File: config.mk
export PLATFORM = sky130hd
export DESIGN_NAME = src_reset_combiner
export DESIGN_NICKNAME = d
export VERILOG_FILES = /design/src/design/src_pkg.sv /design/src/design/src_flag_bank.sv /design/src/design/src_reset_combiner.sv
export SDC_FILE = /design/constraint.sdc
export NUM_CORES = 1
export LEC_CHECK = 0
export ABC_AREA = 0
export BUFFER_PORTS_ARGS = -buffer_cell sky130_fd_sc_hd__buf_2
export CAP_MARGIN = 15
export CORE_MARGIN = 10
export CORE_UTILIZATION = 40
export DETAILED_ROUTE_END_ITERATION = 16
export HOLD_SLACK_MARGIN = 0.06
export PLACE_DENSITY = 0.89
export SLEW_MARGIN = 30
export SYNTH_ARGS = -nofsm -noshare
export SYNTH_HDL_FRONTEND = slang
export SYNTH_SLANG_ARGS = --single-unit
File: constraint.sdc
create_clock -name core_clk -period 2.65 [get_ports core_clk]
set_clock_uncertainty 0.2 [all_clocks]
set_input_delay 0.265 -clock core_clk [delete_from_list [all_inputs] [get_ports core_clk]]
set_output_delay 0.265 -clock core_clk [all_outputs]
set_load 0.05 [all_outputs]
File: src/design/src_pkg.sv
// Shared constants of the system reset combiner.
// Assumes a single core clock domain.
package src_pkg;

  // ************************************************************
  // Cause flag layout
  // ************************************************************
  localparam int CAUSE_W       = 16;
  localparam int NUM_SRC       = 11;
  localparam int BIT_POR       = 0;
  localparam int BIT_BOR       = 1;
  localparam int BIT_EXT_CLR   = 2;
  localparam int BIT_SW_INSTR  = 3;
  localparam int BIT_WDT       = 4;
  localparam int BIT_CFG_MISM  = 5;
  localparam int BIT_TRAP      = 6;
  localparam int BIT_ILL_COND  = 7;
  localparam int BIT_ILL_OP    = 8;
  localparam int BIT_UNINIT_W  = 9;
  localparam int BIT_SECURITY  = 10;

  // ************************************************************
  // Reset values and field widths
  // ************************************************************
  localparam logic [CAUSE_W-1:0] CAUSE_POR_VAL  = 16'h0003;
  localparam logic [CAUSE_W-1:0] CAUSE_IMPL_MSK = 16'h07FF;
  localparam int                 OSC_SEL_W      = 3;
  localparam logic [OSC_SEL_W-1:0] OSC_RST_VAL  = 3'h0;
  localparam logic                 MSR_RST_VAL  = 1'b1;

endpackage

File: src/design/src_flag_bank.sv
// Bank of sticky status flags with hardware set and software write.
// Assumes set inputs and write strobe are synchronous to clk.
`timescale 1ns/1ps
module src_flag_bank #(
  parameter int                  N       = 16,
  parameter logic [N-1:0]        RST_VAL = '0,
  parameter logic [N-1:0]        IMPL    = '1
) (
  // Clock and reset
  input  wire logic          clk,
  input  wire logic          rst,
  // Hardware set
  input  wire logic [N-1:0]  set,
  // Software write
  input  wire logic          wr,
  input  wire logic [N-1:0]  wdata,
  // Flags
  output logic      [N-1:0]  flags
);

  logic [N-1:0] next_flags;

  // ************************************************************
  // Per-bit next value: set beats a software clear
  // ************************************************************
  genvar i;
  generate
    for (i = 0; i < N; i++) begin : g_bit
      assign next_flags[i] = IMPL[i] & (set[i] | (wr ? wdata[i] : flags[i]));
    end
  endgenerate

  always_ff @(posedge clk or posedge rst) begin
    if (rst) begin
      flags <= RST_VAL;
    end else begin
      flags <= next_flags;
    end
  end

endmodule // src_flag_bank

File: src/design/src_reset_combiner.sv
// Contract
// - All reset sources merge into one unit
// - Any active source asserts master reset
// - Reset loads some registers, others kept
// - Each reset kind sets its own flag
// - Power-on clears flags, sets bits one, zero
// - Software may set or clear flags anytime; here a clear loses to a source setting that flag in the same cycle
// - Software flag set never causes reset
// - Reset copies default oscillator select to field
//
// System reset combiner: merges reset sources, records causes,
// loads the default oscillator selection on every reset.
// Assumes all source requests are synchronous to core_clk; rst is
// the power-on reset.
`timescale 1ns/1ps
module src_reset_combiner (
  // Clock and power-on reset
  input  wire logic                           core_clk,
  input  wire logic                           rst,
  // Reset requests
  input  wire logic                           brownout_req,
  input  wire logic                           external_clear_pin_reset,
  input  wire logic                           software_instruction_reset,
  input  wire logic                           watchdog_timeout_reset,
  input  wire logic                           config_mismatch_reset,
  input  wire logic                           trap_conflict_reset,
  input  wire logic                           illegal_condition_reset,
  input  wire logic                           illegal_opcode_reset,
  input  wire logic                           uninit_wreg_reset,
  input  wire logic                           security_reset,
  // Cause register software write
  input  wire logic                           cause_wr,
  input  wire logic [src_pkg::CAUSE_W-1:0]    cause_wdata,
  // Oscillator configuration and software write
  input  wire logic [src_pkg::OSC_SEL_W-1:0]  default_osc_select,
  input  wire logic                           osc_wr,
  input  wire logic [src_pkg::OSC_SEL_W-1:0]  osc_wdata,
  // Outputs
  output logic                                master_system_reset,
  output logic      [src_pkg::CAUSE_W-1:0]    reset_cause_register,
  output logic      [src_pkg::OSC_SEL_W-1:0]  new_osc_select_field
);
  import src_pkg::*;

  // ************************************************************
  // Source gathering
  // ************************************************************
  wire logic [CAUSE_W-1:0]   src_vec;
  wire logic                 any_src;
  wire logic                 next_msr;
  wire logic [OSC_SEL_W-1:0] next_osc;

  assign src_vec[BIT_POR]      = 1'b0;
  assign src_vec[BIT_BOR]      = brownout_req;
  assign src_vec[BIT_EXT_CLR]  = external_clear_pin_reset;
  assign src_vec[BIT_SW_INSTR] = software_instruction_reset;
  assign src_vec[BIT_WDT]      = watchdog_timeout_reset;
  assign src_vec[BIT_CFG_MISM] = config_mismatch_reset;
  assign src_vec[BIT_TRAP]     = trap_conflict_reset;
  assign src_vec[BIT_ILL_COND] = illegal_condition_reset;
  assign src_vec[BIT_ILL_OP]   = illegal_opcode_reset;
  assign src_vec[BIT_UNINIT_W] = uninit_wreg_reset;
  assign src_vec[BIT_SECURITY] = security_reset;
  assign src_vec[CAUSE_W-1:NUM_SRC] = '0;

  assign any_src  = |src_vec;
  // Master reset only from sources, never from a cause write
  assign next_msr = any_src;
  // Reset load wins over a software write
  assign next_osc = master_system_reset ? default_osc_select
                  : (osc_wr ? osc_wdata : new_osc_select_field);

  // ************************************************************
  // Master reset and oscillator field
  // ************************************************************
  always_ff @(posedge core_clk or posedge rst) begin
    if (rst) begin
      master_system_reset  <= MSR_RST_VAL;
      new_osc_select_field <= OSC_RST_VAL;
    end else begin
      master_system_reset  <= next_msr;
      new_osc_select_field <= next_osc;
    end
  end

  // ************************************************************
  // Cause flags
  // ************************************************************
  src_flag_bank #(
    .N       (CAUSE_W),
    .RST_VAL (CAUSE_POR_VAL),
    .IMPL    (CAUSE_IMPL_MSK)
  ) u_flags (
    .clk   (core_clk),
    .rst   (rst),
    .set   (src_vec),
    .wr    (cause_wr),
    .wdata (cause_wdata),
    .flags (reset_cause_register)
  );

  // ************************************************************
  // Check helpers
  // ************************************************************
  // Checks wait for the first edge that runs out of reset
  logic      seen_clk;
  wire logic checks_off;

  always_ff @(posedge core_clk or posedge rst) begin
    if (rst) begin
      seen_clk <= 1'b0;
    end else begin
      seen_clk <= 1'b1;
    end
  end

  assign checks_off = rst | ~seen_clk;
endmodule // src_reset_combiner
Word level (Yosys, flattened, before mapping)
Index checks and enable logic that the tools add are counted.
Widths: inputs -> output; s select.
{"block": "totals", "output_inout_bits": 20, "input_bits": 36, "wordCells": 28, "ff_bits": 15}
{"block": "op_classes", "bitwise": 10, "n_reduce_logical": 2, "n_mux": 12}
{"cell": "$mux 1", "count": 10}
{"cell": "$or 1x1->1", "count": 10}
{"cell": "$reduce_or 10->1", "count": 1}
{"cell": "$mux 3", "count": 2}
{"cell": "$reduce_bool 2->1", "count": 1}

Longest topological paths before layout
{"block": "logic_depth", "depth_word": 2, "ltp_mapped": 3, "ltp_nobuf": 2}

Cells and area by module
From an unflattened synthesis, not the netlist that was laid out.
{"block": "hier_totals", "hier_cells": 61, "area_unflattened_um2": 700.7}
{"module": "src_flag_bank", "area_per_inst_um2": 514.2, "seq_area_each_um2": 277.8, "cells_per_inst": 42, "n_inst": 1}
{"module": "src_reset_combiner", "area_per_inst_um2": 186.4, "seq_area_each_um2": 101.3, "cells_per_inst": 19, "n_inst": 1}

Worst setup path after synthesis
No wires, ideal clock.
{"block": "synth_path", "path_kind": "flip-flop to flip-flop", "startpoint": "reg u_flags.flags[2]", "endpoint": "reg u_flags.flags[2]", "path_buffers": 0, "t_arrival_ps": 1096, "t_required_ps": 2326, "setup_slack_ps": 1230, "stages_incl_launch_ff": 3, "period_less_slack_ps": 1420, "cell_sequence": "dfrtp_1 -> and2b_2 -> a211o_2"}
{"block": "synth_via", "elab_chain_len": 2}
{"element": "from (decl)", "line": "src_flag_bank.sv:18", "text": "output logic [N-1:0] flags"}
{"element": "from (signal assigned)", "line": "src_flag_bank.sv:37", "text": "flags <= next_flags;"}
{"element": "$mux 1", "line": "src_flag_bank.sv:29", "text": "assign next_flags[i] = IMPL[i] & (set[i] | (wr ? wdata[i] : flags[i]));"}
{"element": "$or 1x1->1", "line": "src_flag_bank.sv:29"}
{"element": "named net u_flags.next_flags[2]", "line": "src_flag_bank.sv:21", "text": "logic [N-1:0] next_flags;"}
The timed path passes the listed nets, and every way through them passes these cells.
A chain may end at the register's enable or synchronous reset.

Worst setup path after layout
{"block": "layout_path", "startpoint": "in cause_wdata[7] (netlist name)", "endpoint": "reg u_flags.flags[7]"}
{"block": "layout_via", "elab_chain_len": 2}
{"element": "from (decl)", "line": "src_reset_combiner.sv:33", "text": "input wire logic [src_pkg::CAUSE_W-1:0] cause_wdata,"}
{"element": "$mux 1", "line": "src_flag_bank.sv:29"}
{"element": "$or 1x1->1", "line": "src_flag_bank.sv:29"}
{"element": "named net u_flags.next_flags[7]", "line": "src_flag_bank.sv:21"}
The timed path passes the listed nets, and every way through them passes these cells.

==> run summary <==
status = finished clean
Crit Path Class = in -> reg
Initial Util = 0.4132
I/O Buffers = 45
Routed Antenna Nets = 0
worst slew pin tran = 0.5582 ns
total number of vias = 700
cell count after synthesis = 58
RSZ-0062 raised after global routing = no
Initial DRT Pass Iterations = 4
# rows = 15
setup_tns = 0 ns
Rel. slew slack = 0.6274
Final nets = 167
GR peak layer = met2
DRT Wirelength = 2319 um
mean area per synthesized cell = 12.17 um^2
Synth cell types = 18
ant diodes = 0
number of global-route vias before repair = 791
Synth Warn # = 0
peak supply drop = 0.4205 mV
routability congestion estimate = 0.6678
crit-path leading delay family = buffers and inverters
Leak = 0.0005610 uW
post-synthesis register bit count = 15
met2 Use GR = 0.2164
initial antenna violation count = 0
final core occ = 0.7033
clk slew on worst S/H paths = 0.09 ns
# IOs = 56
worst min path class = in -> reg
global-route wire length before repair = 3553 um
worst skew pair latency = 0.28 ns
met1 usage = 0.1291
GRT Overall Usage = 0.1243
DRT iter0 DRCs = 10
met3 Use GR = 0.05285
Final period util = 0.6866
Crit path largest cell delay = 0.55 ns
Die Y = 62 um
Root Buffer = clkbuf_4
largest net degree at the start of global routing = 22
drt via density = 4.516
buffers plus inverters on the worst setup path = 3
Fmax achieved = 0.5496 GHz
max-slew violations = 0
Pwr Density = 468.9 nW/um^2
post-synthesis sequential area ratio = 0.5372
CP dominant cell by count = dlygate4sd3_1
core box area = 1708 um^2
crit path cell chain = dlygate4sd3_1 -> buf_2 -> a211o_2 -> dlygate4sd3_1
CTS Buf Count = 3
total of max-cap violations = 0
CTS tree = done
hpwl dp = 1598 um
layout cells sized above 1 = 0.4923
routed len/inst = 14.96 um
fillers = 143
final setup vio count = 0
GRT Residual Overflow = 0
Post-CTS Resized = 0
die area = 3844 um^2
Max clock buf depth = 2
Layout area overhead = 70.21%
drc violations = 0
crit path time final = 1.820 ns
DIE WIDTH = 62 um
CP startpoint kind = input pin
clk sink count = 15
crit path max fanout = 1
Crit path required time = 2.63 ns
Final Hold Viols = 0
H-tree depth = 1
crit end category = register
Reg area = 379.1 um^2
Critical Path AT = 1.80 ns
Synth Cell Area = 705.7 um^2
Worst path slowest cell = dlygate4sd3_1
area of the multi-input gates = 274.0 um^2
[synth_stat cells]
master	number	area (um^2)
inv_1	1	3.750
dfstp_2	3	78.83
nor2b_1	8	50.05
a211o_1	1	8.760
dfrtp_1	12	300.3
buf_6	1	11.26
nand3_1	1	5.000
and2b_2	2	17.52
nand2_1	3	11.26
nor2_1	1	3.750
buf_4	5	37.54
nor4_1	2	12.51
conb_1	1	3.750
o21ai_0	3	15.01
a211o_2	9	90.09
buf_8	1	15.01
mux2_2	1	11.26
mux2i_1	3	30.03
[area by class of cell]
class	count	share of cell area
Clock inverter	1	0.004167
Timing Repair Buffer	71	0.4042
Multi-Input combinational cell	39	0.2281
Inverter	1	0.003125
Tap cell	25	0.02604
Sequential cell	15	0.3156
Clock buffer	3	0.01875
[where the power goes]
| part | switching [uW] | internal [uW] | total (uW) |
|---|---|---|---|
| logic | 107 | 72.4 | 179 |
| registers | 6.14 | 245 | 251 |
| clock network | 77.0 | 56.1 | 133 |
| total | 190 | 373 | 563 |
[final timing paths]
kind / startpoint / depth (start not counted) / slack, ns / endpoint
min in group asynchronous: rst / 3 / 0.38 / u_flags.flags[2]$_DFF_PP0_
setup / recovery: cause_wdata[7] / 4 / 0.83 / u_flags.flags[7]$_DFF_PP0_
hold / removal: osc_wdata[0] / 3 / 0.09 / new_osc_select_field[0]$_DFFE_PP0P_
max in group asynchronous: rst / 3 / 1.50 / u_flags.flags[0]$_DFFE_PP1P_
setup reg to reg: u_flags.flags[2]$_DFF_PP0_ / 3 / 0.93 / u_flags.flags[2]$_DFF_PP0_
hold reg to reg: master_system_reset$_DFF_PP1_ / 2 / 0.37 / new_osc_select_field[0]$_DFFE_PP0P_
[stage by stage]
step / instance area (um^2) / hold WS, ns / total power, uW / worst slack [ns] / cells
detailed placement: 913.4 / 0.1401 / 400.5 / 1.200 / 125
global route: 1201 / 0.1253 / 589.1 / 0.8140 / 155
CTS: 1201 / 0.09412 / 563.9 / 0.8694 / 155
finish: 1201 / 0.08973 / 563.2 / 0.8305 / 155
global placement: 913.4 / 0.1397 / 396.5 / 1.210 / 125
floorplan: 720.7 / -0.03567 / 363.0 / 1.230 / 62
[cells by family (layout without fill, tap and decap cells)]
logic type | count (synthesis) | count (layout) | share of synthesized area
compound gates | 13 | 13 | 0.1613
other cells | 1 | 5 | 0.005314
buf+inv | 8 | 76 | 0.09574
simple gates | 17 | 17 | 0.1418
mux | 4 | 4 | 0.05851
flops | 15 | 15 | 0.5372
[sequential cells by signal, summed over array words and instances (netlist names)]
| register | flops |
|---|---|
| u_flags.flags | 11 |
| new_osc_select_field | 3 |
| master_system_reset | 1 |
[worst min-delay path, cell delays in order]
cell     delay (ns)
buf_2          0.08
mux2i_1        0.06
o21ai_0        0.14
[cell usage in the layout, fill, tap and decap left out, drive strengths merged, types with 2 or more instances in the layout]
cell type,instances
conb,5
dfrtp,12
nor4,2
dlygate4sd3,26
nor2b,8
nand2,3
dfstp,3
o21ai,3
a211o,10
buf,45
and2b,2
mux2i,3
clkbuf,3
[per-layer routing]
metal	share of wire	wire [um]	vias to the layer above
met4	0.012	27	0
li1	-	-	339
met1	0.37	850	323
met2	0.51	1179	34
met5	0	0	-
met3	0.11	261	4
[repair_timing]
| action | CTS | global route |
|---|---|---|
| hold buffers | 26 | 0 |
| endpoints found under the hold margin | 27 | 0 |
| buffers inserted | 0 | 0 |
(Power assumes the default switching activity.)
